`src/hw/tcc_defines.vh`:
```
`ifndef TCC_DEFINES_VH
`define TCC_DEFINES_VH

// Register offsets (printed offsets are not all multiples of four: index x4)
`define TCC_IDX_STATUS     8'h0c
`define TCC_IDX_CNT_HI     8'h0d
`define TCC_IDX_CNT_LO     8'h0e
`define TCC_IDX_MOD_HI     8'h0f
`define TCC_IDX_MOD_LO     8'h10
`define TCC_IDX_CH0_SC     8'h11
`define TCC_IDX_CH0_HI     8'h12
`define TCC_IDX_CH0_LO     8'h13
`define TCC_IDX_CH1_SC     8'h14
`define TCC_IDX_CH1_HI     8'h15
`define TCC_IDX_CH1_LO     8'h16

// Timer status and control fields
`define TCC_ST_OVF         7
`define TCC_ST_OVIE        6
`define TCC_ST_HALT        5
`define TCC_ST_CLR         4
`define TCC_ST_PS_HI       2
`define TCC_ST_RESET       8'h20

// Channel status and control fields
`define TCC_CH_FLAG        7
`define TCC_CH_IE          6
`define TCC_CH_LINK        5
`define TCC_CH_MODE        4
`define TCC_CH_ELS_HI      3
`define TCC_CH_ELS_LO      2
`define TCC_CH_TOV         1
`define TCC_CH_MAX         0

`define TCC_MOD_RESET      16'hffff
`define TCC_PS_EXT         3'h7

`endif

```
`src/hw/tcc_timer.v`:
```
// Chosen here: the AXI4-Lite interface to the registers.
`include "tcc_defines.vh"

module tcc_timer #(
  parameter ADDR_W = 8,
  parameter CNT_W  = 16
) (
  // Clock and reset
  input  wire              core_clk,
  input  wire              rstn,
  // AXI4-Lite write address
  input  wire [ADDR_W-1:0] s_axi_awaddr,
  input  wire              s_axi_awvalid,
  output wire              s_axi_awready,
  // AXI4-Lite write data
  input  wire [31:0]       s_axi_wdata,
  input  wire [3:0]        s_axi_wstrb,
  input  wire              s_axi_wvalid,
  output wire              s_axi_wready,
  // AXI4-Lite write response
  output reg  [1:0]        s_axi_bresp,
  output reg               s_axi_bvalid,
  input  wire              s_axi_bready,
  // AXI4-Lite read address
  input  wire [ADDR_W-1:0] s_axi_araddr,
  input  wire              s_axi_arvalid,
  output wire              s_axi_arready,
  // AXI4-Lite read data
  output reg  [31:0]       s_axi_rdata,
  output reg  [1:0]        s_axi_rresp,
  output reg               s_axi_rvalid,
  input  wire              s_axi_rready,
  // Pins
  input  wire              extTimerClockPin,
  input  wire              chan0PinIn,
  input  wire              chan1PinIn,
  output reg               chan0PinOut,
  output wire              chan0PinOe,
  output reg               chan1PinOut,
  output wire              chan1PinOe,
  // Interrupt requests
  output wire              overflowIrq,
  output wire              chan0Irq,
  output wire              chan1Irq
);

  // ****************************************************************
  // Registers
  // ****************************************************************
  reg  [7:0]       status;
  reg  [CNT_W-1:0] counter;
  reg  [CNT_W-1:0] modulo;
  reg  [7:0]       chanSc  [0:1];
  reg  [CNT_W-1:0] chanVal [0:1];
  // Arm bits remember a read of the set flag, which a clear must follow
  reg  [1:0]       chanArm;
  reg              ovfArm;

  // ****************************************************************
  // Bus handshake
  // ****************************************************************
  reg  [ADDR_W-1:0] awAddr;
  reg               awHeld;
  reg  [31:0]       wData;
  reg  [3:0]        wStrb;
  reg               wHeld;
  // A write runs once both halves are held and the response slot is free
  wire              doWrite = awHeld && wHeld && !s_axi_bvalid;
  wire              doRead  = s_axi_arvalid && !s_axi_rvalid;
  wire [ADDR_W-3:0] wIdx    = awAddr[ADDR_W-1:2];
  wire [ADDR_W-3:0] rIdx    = s_axi_araddr[ADDR_W-1:2];
  wire              wLane   = wStrb[0];
  wire [7:0]        wByte   = wData[7:0];

  assign s_axi_awready = !awHeld;
  assign s_axi_wready  = !wHeld;
  assign s_axi_arready = !s_axi_rvalid;

  always @(posedge core_clk or negedge rstn) begin
    if (!rstn) begin
      awHeld <= 1'b0;
      wHeld  <= 1'b0;
      awAddr <= {ADDR_W{1'b0}};
      wData  <= 32'h0;
      wStrb  <= 4'h0;
    end else begin
      if (s_axi_awvalid && !awHeld) begin
        awHeld <= 1'b1;
        awAddr <= s_axi_awaddr;
      end else if (doWrite) begin
        awHeld <= 1'b0;
      end
      if (s_axi_wvalid && !wHeld) begin
        wHeld <= 1'b1;
        wData <= s_axi_wdata;
        wStrb <= s_axi_wstrb;
      end else if (doWrite) begin
        wHeld <= 1'b0;
      end
    end
  end

  // ****************************************************************
  // Pin synchronisers
  // ****************************************************************
  // Two flops before the edge detect; pinPrev only follows the second
  reg [2:0] pinMeta;
  reg [2:0] pinSync;
  reg [2:0] pinPrev;
  always @(posedge core_clk or negedge rstn) begin
    if (!rstn) begin
      pinMeta <= 3'h0;
      pinSync <= 3'h0;
      pinPrev <= 3'h0;
    end else begin
      pinMeta <= {chan1PinIn, chan0PinIn, extTimerClockPin};
      pinSync <= pinMeta;
      pinPrev <= pinSync;
    end
  end
  // All reset low, the idle level, so no false edge follows reset
  wire [2:0] pinRise = pinSync & ~pinPrev;
  wire [2:0] pinFall = ~pinSync & pinPrev;

  // ****************************************************************
  // Prescaler and counter
  // ****************************************************************
  reg  [5:0] prescale;
  reg        tick;
  wire [6:0] tap;
  wire [2:0] psSel = status[`TCC_ST_PS_HI:0];
  genvar t;
  // Tap n pulses once every 2^n bus clocks, when the low n bits are all ones
  assign tap[0] = 1'b1;
  generate
    for (t = 1; t < 7; t = t + 1) begin : gTap
      assign tap[t] = &prescale[t-1:0];
    end
  endgenerate

  // Seven taps, external pin rising edges as the eighth source
  always @* begin
    case (psSel)
      `TCC_PS_EXT: tick = pinRise[0];
      default:     tick = tap[psSel];
    endcase
  end

  // ****************************************************************
  // Counter step
  // ****************************************************************
  wire             running = !status[`TCC_ST_HALT];
  wire             atTop   = (counter == modulo);
  wire             cntStep = running && tick;
  wire             wrap    = cntStep && atTop;
  // Compares look ahead, so the pin moves as the counter arrives at the
  // compare value and not one count later
  wire [CNT_W-1:0] nextCnt = atTop ? {CNT_W{1'b0}} : counter + {{(CNT_W-1){1'b0}}, 1'b1};

  // ****************************************************************
  // Channel logic
  // ****************************************************************
  wire       linked = chanSc[0][`TCC_CH_LINK];
  reg  [1:0] chanEvent;
  reg  [1:0] chanLevel;
  genvar g;
  generate
    for (g = 0; g < 2; g = g + 1) begin : gChan
      wire [7:0] sc      = chanSc[g];
      wire       els     = sc[`TCC_CH_ELS_HI] | sc[`TCC_CH_ELS_LO];
      wire       compare = sc[`TCC_CH_MODE] | (g == 0 && linked);
      wire       edgeHit = (sc[`TCC_CH_ELS_LO] & pinRise[g+1]) |
                           (sc[`TCC_CH_ELS_HI] & pinFall[g+1]);
      wire       match   = cntStep && (nextCnt == chanVal[g]);
      // Channel 1 stays silent while linked; its match drives channel 0's pin
      always @* begin
        chanEvent[g] = 1'b0;
        chanLevel[g] = 1'b0;
        if (!(g == 1 && linked) && els) begin
          chanEvent[g] = compare ? match : edgeHit;
          chanLevel[g] = compare && match;
        end
      end
    end
  endgenerate

  // ****************************************************************
  // Register updates
  // ****************************************************************
  integer i;
  always @(posedge core_clk or negedge rstn) begin
    if (!rstn) begin
      status   <= `TCC_ST_RESET;
      counter  <= {CNT_W{1'b0}};
      modulo   <= `TCC_MOD_RESET;
      prescale <= 6'h0;
      ovfArm   <= 1'b0;
      chanArm  <= 2'b00;
      chan0PinOut <= 1'b0;
      chan1PinOut <= 1'b0;
      for (i = 0; i < 2; i = i + 1) begin
        chanSc[i]  <= 8'h0;
        chanVal[i] <= {CNT_W{1'b0}};
      end
    end else begin
      prescale <= prescale + 6'h1;
      if (cntStep)
        counter <= nextCnt;

      // ****************************************************************
      // Capture on active edge
      // ****************************************************************
      for (i = 0; i < 2; i = i + 1) begin
        if (chanEvent[i] && !chanLevel[i])
          chanVal[i] <= counter;
      end

      // ****************************************************************
      // Compare outputs; channel 0 pin carries the linked pair
      // ****************************************************************
      if (chanLevel[0] || (linked && gChan[0].els && gChan[1].match))
        chan0PinOut <= chanSc[0][`TCC_CH_ELS_HI] ? (chanSc[0][`TCC_CH_ELS_LO] ?
                       !chan0PinOut : 1'b0) : 1'b1;
      else if (wrap && chanSc[0][`TCC_CH_TOV] && (chanSc[0][`TCC_CH_MODE] || linked))
        chan0PinOut <= !chan0PinOut;
      if (chanLevel[1])
        chan1PinOut <= chanSc[1][`TCC_CH_ELS_HI] ? (chanSc[1][`TCC_CH_ELS_LO] ?
                       !chan1PinOut : 1'b0) : 1'b1;
      else if (wrap && chanSc[1][`TCC_CH_TOV] && chanSc[1][`TCC_CH_MODE] && !linked)
        chan1PinOut <= !chan1PinOut;

      // ****************************************************************
      // Software writes
      // ****************************************************************
      if (doWrite && wLane) begin
        case (wIdx)
          `TCC_IDX_STATUS: begin
            status[6:5] <= wByte[6:5];
            status[2:0] <= wByte[2:0];
            if (!wByte[`TCC_ST_OVF] && ovfArm)
              status[`TCC_ST_OVF] <= 1'b0;
            if (wByte[`TCC_ST_CLR]) begin
              counter  <= {CNT_W{1'b0}};
              prescale <= 6'h0;
            end
          end
          `TCC_IDX_MOD_HI: modulo[15:8] <= wByte;
          `TCC_IDX_MOD_LO: modulo[7:0]  <= wByte;
          `TCC_IDX_CH0_SC: begin
            chanSc[0][6:0] <= wByte[6:0];
            if (!wByte[`TCC_CH_FLAG] && chanArm[0])
              chanSc[0][`TCC_CH_FLAG] <= 1'b0;
          end
          `TCC_IDX_CH1_SC: begin
            chanSc[1][6:0] <= {wByte[6], 1'b0, wByte[4:0]};
            if (!wByte[`TCC_CH_FLAG] && chanArm[1])
              chanSc[1][`TCC_CH_FLAG] <= 1'b0;
          end
          `TCC_IDX_CH0_HI: chanVal[0][15:8] <= wByte;
          `TCC_IDX_CH0_LO: chanVal[0][7:0]  <= wByte;
          `TCC_IDX_CH1_HI: chanVal[1][15:8] <= wByte;
          `TCC_IDX_CH1_LO: chanVal[1][7:0]  <= wByte;
          default: ;
        endcase
        if (wIdx == `TCC_IDX_STATUS)
          ovfArm <= 1'b0;
        if (wIdx == `TCC_IDX_CH0_SC)
          chanArm[0] <= 1'b0;
        if (wIdx == `TCC_IDX_CH1_SC)
          chanArm[1] <= 1'b0;
      end

      // ****************************************************************
      // Reading a set flag arms its clear
      // ****************************************************************
      // A blind write of 0 then cannot lose an event it never saw
      if (doRead && rIdx == `TCC_IDX_STATUS && status[`TCC_ST_OVF])
        ovfArm <= 1'b1;
      if (doRead && rIdx == `TCC_IDX_CH0_SC && chanSc[0][`TCC_CH_FLAG])
        chanArm[0] <= 1'b1;
      if (doRead && rIdx == `TCC_IDX_CH1_SC && chanSc[1][`TCC_CH_FLAG])
        chanArm[1] <= 1'b1;

      // ****************************************************************
      // Hardware sets placed last so a set beats a same-cycle clear
      // ****************************************************************
      if (wrap)
        status[`TCC_ST_OVF] <= 1'b1;
      for (i = 0; i < 2; i = i + 1) begin
        if (chanEvent[i])
          chanSc[i][`TCC_CH_FLAG] <= 1'b1;
      end
    end
  end

  // ****************************************************************
  // Interrupts and pin enables
  // ****************************************************************
  assign overflowIrq = status[`TCC_ST_OVF] & status[`TCC_ST_OVIE];
  assign chan0Irq    = chanSc[0][`TCC_CH_FLAG] & chanSc[0][`TCC_CH_IE];
  // Linked channel 1 raises no request of its own
  assign chan1Irq    = chanSc[1][`TCC_CH_FLAG] & chanSc[1][`TCC_CH_IE] & !linked;
  assign chan0PinOe  = chanSc[0][`TCC_CH_MODE] | linked;
  assign chan1PinOe  = chanSc[1][`TCC_CH_MODE] & !linked;

  // ****************************************************************
  // Read path
  // ****************************************************************
  // Unmapped offsets answer with a slave error
  reg [7:0] rByte;
  reg       rHit;
  always @* begin
    rHit  = 1'b1;
    rByte = 8'h0;
    case (rIdx)
      `TCC_IDX_STATUS: rByte = {status[7:5], 2'b00, status[2:0]};
      `TCC_IDX_CNT_HI: rByte = counter[15:8];
      `TCC_IDX_CNT_LO: rByte = counter[7:0];
      `TCC_IDX_MOD_HI: rByte = modulo[15:8];
      `TCC_IDX_MOD_LO: rByte = modulo[7:0];
      `TCC_IDX_CH0_SC: rByte = chanSc[0];
      `TCC_IDX_CH0_HI: rByte = chanVal[0][15:8];
      `TCC_IDX_CH0_LO: rByte = chanVal[0][7:0];
      `TCC_IDX_CH1_SC: rByte = chanSc[1] & 8'hdf;
      `TCC_IDX_CH1_HI: rByte = chanVal[1][15:8];
      `TCC_IDX_CH1_LO: rByte = chanVal[1][7:0];
      default:         rHit  = 1'b0;
    endcase
  end

  always @(posedge core_clk or negedge rstn) begin
    if (!rstn) begin
      s_axi_bvalid <= 1'b0;
      s_axi_bresp  <= 2'b00;
      s_axi_rvalid <= 1'b0;
      s_axi_rresp  <= 2'b00;
      s_axi_rdata  <= 32'h0;
    end else begin
      if (doWrite) begin
        s_axi_bvalid <= 1'b1;
        s_axi_bresp  <= 2'b00;
      end else if (s_axi_bready) begin
        s_axi_bvalid <= 1'b0;
      end
      if (doRead) begin
        s_axi_rvalid <= 1'b1;
        s_axi_rdata  <= {24'h0, rByte};
        s_axi_rresp  <= rHit ? 2'b00 : 2'b10;
      end else if (s_axi_rready) begin
        s_axi_rvalid <= 1'b0;
      end
    end
  end

endmodule

```
`config.mk`:
```
export PLATFORM = sky130hd
export DESIGN_NAME = tcc_timer
export DESIGN_NICKNAME = d
export VERILOG_FILES = /design/src/hw/tcc_timer.v
export VERILOG_INCLUDE_DIRS = /design/src /design/src/hw
export SDC_FILE = /design/constraint.sdc
export NUM_CORES = 1
export LEC_CHECK = 0
export BUFFER_PORTS_ARGS = -buffer_cell sky130_fd_sc_hd__buf_2
export CORE_UTILIZATION = 41
export CTS_CLUSTER_SIZE = 40
export DETAILED_ROUTE_END_ITERATION = 6
export GPL_TIMING_DRIVEN = 0
export HOLD_SLACK_MARGIN = 0.05
export PLACE_DENSITY = 0.72
export SLEW_MARGIN = 20
export SYNTH_ARGS = -nofsm -noshare
export SYNTH_HDL_FRONTEND = slang
export SYNTH_SLANG_ARGS = --single-unit
```
`constraint.sdc`:
```
create_clock -name core_clk -period 2.8 [get_ports core_clk]
set_input_delay 0.42 -clock core_clk [delete_from_list [all_inputs] [get_ports core_clk]]
set_output_delay 0.42 -clock core_clk [all_outputs]
set_load 0.03 [all_outputs]
```
==> results.md, run 1 <==
* Chip height at 144 um
* Origin of the worst min-delay path: chan0PinIn
* Design Area, Final at 10,100 um^2
* Total Routed Length at 27.3 mm
* Core area at 19,700 um^2
* IO Port Bufs at 49
* Vias per cell at 5.89
* Failing checks: negative setup slack
* CP Max Fanout at 10
* Vias in the first global route at 6,752
* Fraction of registers with async set/reset at 100%
* Yosys top cell by area: dfrtp_1
* Distinct cells, synth at 75
* P per Cell Area at 1030 nW/um^2
* Starting Density at 42.2%
* Synthesized cell area at 8300 um^2
* Synth Area per Inst at 9.57 um^2
* Share of the synthesized area in the top cell type at 35.0%
* Placed cell area at 9030 um^2
* Leakage at 4.43 nW
* Count of final setup violators at 3
* Cells after Synth at 867
* Critical path launch point type: flip-flop
* Top cell by count, worst path: buf_4
* Largest net degree at the start of global routing at 92
* CTS sink count at 133
* Max Clk Rate at 304 MHz
* Status: finished with violations
* VDD IR max at 0.641 mV
* Placed cell count at 1,208
* Slew Viols, Final at 0
* R2r startpoint: modulo[7]$_DFFE_PN1P_
* RSZ-0062 raised after global routing: true
* Final GP Congestion at 0.978
* Clk_lat worst skew at 430 ps
* Starting DRT DRC Count at 844
* CP peak stage delay at 590 ps
* Bufs on Longest Clock Path at 2
* Main flop type after synthesis: dfrtp_1
* Top sig layer: met5
* Final net count at 1,053
* Total grt overflow at 0
* Crit path DAT at 3590 ps
* Crit path kind: reg -> reg
* Rel. slew slack at 34.1%
* # H-tree levels at 4
* Clock Skew at 9.32 ps
* DRC viols at 0
* Post-synthesis sequential area ratio at 40.4%
* Met3 WL at 2.79 mm
* Commonest non-fill, non-tap cell in the layout: dfrtp_1
* Synth-to-Final Area Change at 21.4%
* WL per Instance at 21.6 um
* Number of antenna violations at the first check in global routing at 1
* Total GRT Usage at 27.0%
* Clock Pin Slew Worst Setup and Hold Paths at 60 ps
* Critical Path Source: modulo[7]$_DFFE_PN1P_
* Worst Slack Setup Final at -485 ps
* Met2 wire len at 12.0 mm
* Fillers at 1,810
* Total power draw at 10.4 mW
* Hold WS at 90.5 ps
* Crit path required time at 3100 ps
* Worst slew pin tran at 979 ps
* Metal-1 WL at 11.4 mm
* I/O pin total at 110
* Commonest cells after routing, fill and taps aside: dfrtp_1, nand2_1, o21ai_0, buf_4
* Post-route ant nets at 0
* DPL Wire Length at 19.4 mm
* Yosys warnings at 0
* Vias at 7,456
* Row cnt at 51
* First-pass GRT wire length at 40.9 mm
* Crit end category: flip-flop
* Synth top area cells: dfrtp_1, mux2_2, dfstp_2, mux2i_1, o21ai_0
* First-pass iteration count of the detailed router at 5
* Final cell count without fillers at 1,265
* CP max-delay cell: dfstp_2
* Ant. Diodes at 0
* Hold Path Class: in -> reg
* Die area at 20,800 um^2
* DIE WIDTH at 144 um
* Yosys reg bits at 133
* CTS tree: done
* EDFF count, synth at 0
* TritonCTS Buffers at 17
* Place WS at -813 ps
* Fin. Hold Viols at 0
* Max Cap Viol at 0
* CP Cell Sequence: xnor2_2 > nand4_1 > buf_4 > buf_4 > nor4_4 > buf_4 > clkbuf_4 > nor2_1 > nand4b_1 > a31oi_1 > a32oi_4 > mux2i_1 > or3_1
* Root Driver: clkbuf_16
* Final worst path period need at 3280 ps
* Final Cycle Share at 117%
* Share of cells above drive strength 1 at 28.8%
==> cell type report <==
cell class / instances / area (um^2) / area share, %
buffer: 89 / 542 / 5.38
clock buffer: 17 / 425 / 4.22
clock inverter: 15 / 166 / 1.65
inverter: 19 / 71.3 / 0.708
multi-input combinational: 650 / 4690 / 46.6
sequential: 133 / 3350 / 33.3
tap: 265 / 332 / 3.29
timing repair buffer: 77 / 495 / 4.92
==> final timing paths <==
| path | endpoint | slack, ps | depth (start not counted) |
|---|---|---|---|
| min in group asynchronous | s_axi_bvalid$_DFFE_PN0P_ | 460 | 2 |
| worst min-delay path | pinMeta[1]$_DFF_PN0_ | 90 | 1 |
| worst max-delay path | chan0PinOut$_DFFE_PN0P_ | -480 | 13 |
| max in group asynchronous | modulo[4]$_DFFE_PN1P_ | 1590 | 3 |
| worst max register to register | chan0PinOut$_DFFE_PN0P_ | -480 | 13 |
| worst min register to register | pinSync[2]$_DFF_PN0_ | 350 | 0 |
==> power by group <==
group          switching [mW]  internal, mW  leakage [nW]
sequential              0.741          2.56          1.68
combinational            2.74          2.08          2.46
clock                    1.00          1.27         0.287
total                    4.49          5.91          4.43
==> sequential cells by signal, indices dropped and copies added (netlist names), 2 cells and up <==
signal,flops
pinPrev,3
gChan.sc,15
chanVal,32
pinMeta,3
pinSync,3
psSel,3
wData,8
modulo,16
prescale,6
awAddr,6
counter,16
s_axi_rdata,8
chanArm,2
status,3
==> cell families after synthesis <==
kind of cell	after synthesis	share of synthesized area (%)
adder cells (fa/ha/maj)	4	0.603
flip-flops	133	40.4
AND/OR/NAND/NOR	293	18.8
other	1	0.0452
AO/OA/AOI/OAI	184	14.2
buffers and inverters	110	6.71
multiplexers	102	14.3
XOR/XNOR	40	4.99
==> critical path: cells and delay by family (launching register included) <==
kind	cells	cell delay [ps]
AO/OA/AOI/OAI	2	470
XOR/XNOR	1	120
buffers and inverters	4	780
flip-flops	1	590
multiplexers	1	120
AND/OR/NAND/NOR	5	1060
==> cells in the mapped netlist (all sizes together), types with 8 or more instances <==
cell type  number
nand2b         14
a31oi          12
nor3           11
a22o           11
xnor2          30
nand3b         11
and2            8
nand3          25
dfrtp         116
nand4          14
a21oi          31
dfstp          17
nand2          85
nor2b          12
or3            13
mux2i          39
clkbuf         39
nor2           57
mux2           55
o21ai          73
buf            52
nor3b           9
inv            19
nor4           12
mux4            8
==> layer usage <==
metal / global-route usage [%] / vias to the layer above
met5: 0 / -
met1: 36.8 / 3632
li1: - / 3315
met3: 8.41 / 77
met4: 10.7 / 2
met2: 39.7 / 430
==> through the flow <==
| step | util, % | setup TNS (ps) |
|---|---|---|
| floorplan | - | -95.9 |
| global placement | 45.7 | -63670 |
| detailed placement | 45.9 | -7230 |
| CTS | 50.2 | -741 |
| global route | 51.3 | -1880 |
| finish | 51.3 | -1130 |
==> what timing repair did <==
item,4_1_cts,5_1_grt
pin swaps,14,13
gates resized for setup,31,34
hold buffers,1,0
hold endpoints to repair,38,0
setup endpoints to repair,18,27
setup buffers,15,11
(Power assumes the default switching activity.)
==> run 2, diff against run 1 <==
--- a/config.mk
+++ b/config.mk
@@ -7,6 +7,7 @@
 export NUM_CORES = 1
 export LEC_CHECK = 0
 export BUFFER_PORTS_ARGS = -buffer_cell sky130_fd_sc_hd__buf_2
+export CORE_ASPECT_RATIO = 0.5
 export CORE_UTILIZATION = 41
 export CTS_CLUSTER_SIZE = 40
 export DETAILED_ROUTE_END_ITERATION = 6
==> run 2 against run 1 <==
  * The run still ends with negative setup slack left
  * Combinational power grew 5.4%
  * Routed wire length grew 6.2%
  * Clock skew is essentially flat
  * Hold slack is essentially flat
  * Total power grew 2.1%
  * Flip-flop and latch count is the same
  * Non-clock buffer count grew 5
  * Die area grew 0.16%
  * Worst setup slack gained 3.0 ps
  * Final cell count grew 0.47%
  * Fmax is essentially flat
==> results.md, run 2 (same netlist as run 1, synthesis figures left out) <==
* I/O pin total at 110
* Clk_lat worst skew at 430 ps
* Ant. Diodes at 0
* Total power draw at 10.6 mW
* Starting DRT DRC Count at 904
* CTS tree: done
* GR Util met3 at 9.45%
* Post-route ant nets at 0
* R2r startpoint: counter[15]$_DFF_PN0_
* CP peak stage delay at 640 ps
* P per Cell Area at 1050 nW/um^2
* Placed cell count at 1,209
* Global Route met1 Usage at 38.7%
* Max Clk Rate at 305 MHz
* Root Driver: clkbuf_16
* Failing checks: negative setup slack
* Number of antenna violations at the first check in global routing at 0
* R2R setup slack at -480 ps
* Critical path launch point type: flip-flop
* Crit path required time at 3110 ps
* Crit path DAT at 3590 ps
* Hold path depth at 1
* # H-tree levels at 4
* First-pass GRT wire length at 43.1 mm
* Row cnt at 36
* Clock Pin Slew Worst Setup and Hold Paths at 70 ps
* Worst slew pin tran at 1020 ps
* Hold Path Class: in -> reg
* Leakage at 4.46 nW
* Status: finished with violations
* Commonest non-fill, non-tap cell in the layout: dfrtp_1
* Rel. slew slack at 31.9%
* Share of cells above drive strength 1 at 28.9%
* Die area at 20,900 um^2
* Max Cap Viol at 0
* Commonest cells after routing, fill and taps aside: dfrtp_1, nand2_1, o21ai_0, buf_4
* GR peak layer: met2
* Bufs on Longest Clock Path at 2
* VDD IR max at 0.665 mV
* DIE WIDTH at 203 um
* Total grt overflow at 0
* Register area at 3350 um^2
* WL per Instance at 22.8 um
* Core area at 19,600 um^2
* Biggest regs: chanVal x32, counter x16, modulo x16
* DPL Wire Length at 21.2 mm
* IO Port Bufs at 49
* DRC viols at 0
* First-pass iteration count of the detailed router at 6
* Final worst path period need at 3280 ps
* CP Cell Sequence: buf_6 > xnor2_1 > nand4_1 > or4_4 > buf_8 > buf_6 > a21oi_2 > o2111ai_2 > nor4_4 > a32oi_4 > nor3b_2 > or3_1
* Total Routed Length at 29.0 mm
* Multi-input logic area at 4700 um^2
* Vias per cell at 5.97
* CTS sink count at 133
* Slew Viols, Final at 0
* Total GRT Usage at 28.0%
* Max FFs per register at 32
* CP Max Fanout at 7
* Chip height at 103 um
* Reg2reg end: chan0PinOut$_DFFE_PN0P_
* Starting Density at 42.3%
* Met2 usage at 41.5%
* Fillers at 1,756
* WHS Endpoint: pinMeta[0]$_DFF_PN0_
* Largest register by flop count: chanVal
* TritonCTS Buffers at 17
* Final GP Congestion at 0.956
* RSZ-0062 raised after global routing: true
* Worst Slack Setup Final at -482 ps
* CP max-delay cell: or4_4
* Top cell by count, worst path: buf_6
* Vias in the first global route at 7,045
* Crit end category: flip-flop
* Critical Path Source: counter[15]$_DFF_PN0_
* Synth-to-Final Area Change at 22.1%
* Final Cycle Share at 117%
* Clock Skew at 9.35 ps
* Count of final setup violators at 3
* Origin of the worst min-delay path: extTimerClockPin
* Crit path kind: reg -> reg
* Largest net degree at the start of global routing at 93
* Fin. Hold Viols at 0
* R2R depth at 12
* Final cell count without fillers at 1,271
* Vias at 7,582
* Final net count at 1,058
-- run 2: changes by cell type in the layout (fill, tap and decap cells not counted), moves of 2 or more --
cell / before / now
o21ai_0: 72 / 70
buf_2: 53 / 55
clkbuf_2: 8 / 6
o21ai_1: 0 / 2
inv_6: 4 / 6
xnor2_1: 21 / 24
buf_6: 7 / 12
xnor2_2: 9 / 6
-- run 2: area by class of cell --
class                   instances  share of cell area [%]
clock inverters                14                    1.51
well taps                     266                    3.29
repair buffers                 82                    5.34
clock buffers                  18                    4.33
flip-flops and latches        133                    33.1
inverters                      19                   0.704
multi-input cells             650                    46.4
plain buffers                  89                    5.38
-- run 2: per-stage QoR --
stage	util [%]	setup TNS [ps]	setup slack, ps	instance area, um^2	hold slack (ps)
after global routing	51.6	-1360	-566	10100	82.0
after detailed placement	46.0	-11500	-990	9030	336
after CTS	51.0	-976	-482	10000	86.0
final	51.6	-1100	-482	10100	91.0
after floorplan	-	-95.9	-95.9	8410	124
after global placement	45.8	-59020	-903	8990	332
-- run 2: report_power, final --
part           internal (mW)  switching (mW)  total, mW
clock network           1.29            1.00       2.29
logic                   2.11            2.97       5.09
registers               2.56           0.687       3.25
-- run 2: what timing repair did --
action / in CTS / in global routing
endpoints found under the hold margin: 41 / 0
setup endpoints to repair: 22 / 26
hold buffers: 1 / 0
buffers inserted: 26 / 6
resized for setup: 45 / 28
pin swaps: 14 / 15
-- run 2: critical path: cells and delay by family, from the launching register on --
kind                   cells  cell delay (ps)
AND/OR/NAND/NOR            5             1700
AO/OA/AOI/OAI              3              490
buffers and inverters      3              440
flip-flops                 1              390
XOR/XNOR                   1              130
-- run 2: per-layer routing --
layer	part of all wire, %	up-vias	wire length (um)
li1	-	3328	-
met1	43	3703	12400
met2	42	471	12200
met3	13	80	3700
met4	2.6	0	745
met5	0	-	0
-- run 2: worst max-delay path by stage --
stage	cells after the start	endpoint	slack (ps)
finish	12	chan0PinOut$_DFFE_PN0P_	-480
global route	11	chan0PinOut$_DFFE_PN0P_	-570
CTS	11	chan0PinOut$_DFFE_PN0P_	-480
detailed placement	11	chan0PinOut$_DFFE_PN0P_	-990
global placement	10	chan0PinOut$_DFFE_PN0P_	-900
floorplan	11	chan0PinOut$_DFFE_PN0P_	-100
==> run 3, diff against run 2 <==
--- a/config.mk
+++ b/config.mk
@@ -13,7 +13,8 @@
 export DETAILED_ROUTE_END_ITERATION = 6
 export GPL_TIMING_DRIVEN = 0
 export HOLD_SLACK_MARGIN = 0.05
-export PLACE_DENSITY = 0.72
+export MAX_ROUTING_LAYER = met4
+export PLACE_DENSITY = 0.58
 export SLEW_MARGIN = 20
 export SYNTH_ARGS = -nofsm -noshare
 export SYNTH_HDL_FRONTEND = slang
==> run 3 against run 2 <==
  * Global-route usage is 2.1 points higher
  * Largest cell class unchanged
  * Sequential share of layout area is 0.45 points lower
  * The flow still finishes with violations (negative setup slack)
  * Total power is 2.2% higher
  * Combinational power is 1% higher
  * Routed wire length is 1.4% higher
  * Highest routed layer unchanged
  * Sequential power is 3% higher
  * Via count is 1.9% lower
  * Clock power is 2% higher
  * Critical path depth stayed put
  * Hold slack better by 2.5 ps
  * Fmax is 2.0% lower
  * First-iteration DRC count is 35% lower
==> results.md, run 3 (same netlist as run 1, synthesis figures left out) <==
* Max Cap Viol at 0
* Fin. Hold Viols at 0
* Crit path DAT at 3660 ps
* Largest register by flop count: chanVal
* Status: finished with violations
* Vias at 7,440
* Clk_lat worst skew at 440 ps
* Slew Viols, Final at 0
* Design Area, Final at 10,300 um^2
* Vias per cell at 5.84
* Row cnt at 36
* Crit end category: flip-flop
* Total Routed Length at 29.4 mm
* CTS sink count at 133
* Max Clk Rate at 299 MHz
* Commonest non-fill, non-tap cell in the layout: dfrtp_1
* Chip height at 103 um
* Post-route ant nets at 0
* Starting Density at 42.3%
* Die area at 20,900 um^2
* Leakage at 4.51 nW
* Final GP Congestion at 1.02
* # H-tree levels at 4
* I/O pin total at 110
* Bufs on Longest Clock Path at 2
* DIE WIDTH at 203 um
* Vias in the first global route at 7,117
* First-pass iteration count of the detailed router at 7
* Placed cell count at 1,209
* Total power draw at 10.9 mW
* Number of antenna violations at the first check in global routing at 0
* IO Port Bufs at 49
* R2r startpoint: counter[9]$_DFF_PN0_
* Critical Path Source: counter[9]$_DFF_PN0_
* Worst slew pin tran at 1050 ps
* Origin of the worst min-delay path: extTimerClockPin
* Final cell count without fillers at 1,273
* Crit path kind: reg -> reg
* Worst Slack Setup Final at -549 ps
* CP Max Fanout at 6
* Total grt overflow at 0
* TritonCTS Buffers at 17
* P per Cell Area at 1050 nW/um^2
* First-pass GRT wire length at 43.9 mm
* Fillers at 1,830
* Root Driver: clkbuf_16
* Critical path launch point type: flip-flop
* Core area at 19,600 um^2
* RSZ-0062 raised after global routing: true
* Biggest regs: chanVal x32, counter x16, modulo x16
* Total GRT Usage at 30.1%
* Count of final setup violators at 4
* Clock Pin Slew Worst Setup and Hold Paths at 60 ps
* DRC viols at 0
* VDD IR max at 0.660 mV
* Largest net degree at the start of global routing at 78
* Share of cells above drive strength 1 at 30.9%
* Multi-input logic area at 4790 um^2
* Hold WS at 93.5 ps
* Max FFs per register at 32
* Crit path required time at 3110 ps
* Rel. slew slack at 29.8%
* DPL Wire Length at 21.0 mm
* Final net count at 1,060
* WL per Instance at 23.1 um
* Final worst path period need at 3350 ps
* Starting DRT DRC Count at 587
* Clock Skew at 11.0 ps
* Final Cycle Share at 120%
* Ant. Diodes at 0
* Register area at 3350 um^2
* Synth-to-Final Area Change at 23.9%
* CTS tree: done
* Failing checks: negative setup slack
* Hold Path Class: in -> reg
* Placed cell area at 9030 um^2
* Commonest cells after routing, fill and taps aside: dfrtp_1, nand2_1, o21ai_0, buf_4, mux2_2
-- run 3: worst paths after layout --
kind,to,slack (ps),depth (start not counted)
min in group asynchronous,counter[13]$_DFF_PN0_,510,2
max reg2reg,chan0PinOut$_DFFE_PN0P_,-550,12
min,pinMeta[0]$_DFF_PN0_,90,1
min reg2reg,pinSync[0]$_DFF_PN0_,350,0
max,chan0PinOut$_DFFE_PN0P_,-550,12
max in group asynchronous,modulo[6]$_DFFE_PN1P_,1490,3
-- run 3: where the power goes --
| group | switching, mW | leakage [nW] | total, mW | internal, mW |
|---|---|---|---|---|
| clock | 0.959 | 0.289 | 2.33 | 1.37 |
| sequential | 0.797 | 1.67 | 3.36 | 2.56 |
| combinational | 2.99 | 2.55 | 5.16 | 2.18 |
| total | 4.74 | 4.51 | 10.9 | 6.11 |
-- run 3: stage by stage --
stage	setup TNS [ps]	util (%)	worst slack, ps
final	-1490	52.4	-549
after detailed placement	-10760	46.0	-1100
after global placement	-78980	45.8	-1070
after global routing	-1850	52.4	-609
after CTS	-860	51.0	-469
after floorplan	-95.9	-	-95.9
-- run 3: critical path: stages (launching register included) --
cell and delay, ps:
dfrtp_1 490, xnor2_2 210, nand4_1 180, or4_4 600
buf_8 170, buf_6 110, buf_6 120, a31oi_1 180
o32ai_2 90, and4bb_2 390, a32oi_4 110, nor3b_2 200
or3_1 370
-- run 3: layout make-up --
cell class / instances / area share (%)
Sequential cell: 133 / 32.6
Buffer: 88 / 5.33
Tap cell: 266 / 3.24
Multi-Input combinational cell: 650 / 46.5
Timing Repair Buffer: 85 / 5.78
Clock inverter: 13 / 1.37
Inverter: 19 / 0.730
Clock buffer: 19 / 4.40
-- run 3: layer usage --
metal | up-vias | part of all wire (%) | global-route usage [%]
met5 | - | 0 | -
met4 | 0 | 2.9 | 10.6
met3 | 64 | 9.9 | 9.42
met2 | 327 | 42 | 43.2
met1 | 3715 | 45 | 40.0
li1 | 3334 | - | -
-- run 3: what timing repair did --
| action | CTS | global route |
|---|---|---|
| resized for setup | 49 | 53 |
| cloned | 0 | 0 |
| pin swaps | 15 | 18 |
| setup endpoints to repair | 22 | 30 |
| endpoints found under the hold margin | 56 | 0 |
| hold buffers | 1 | 0 |
| setup buffers | 22 | 12 |
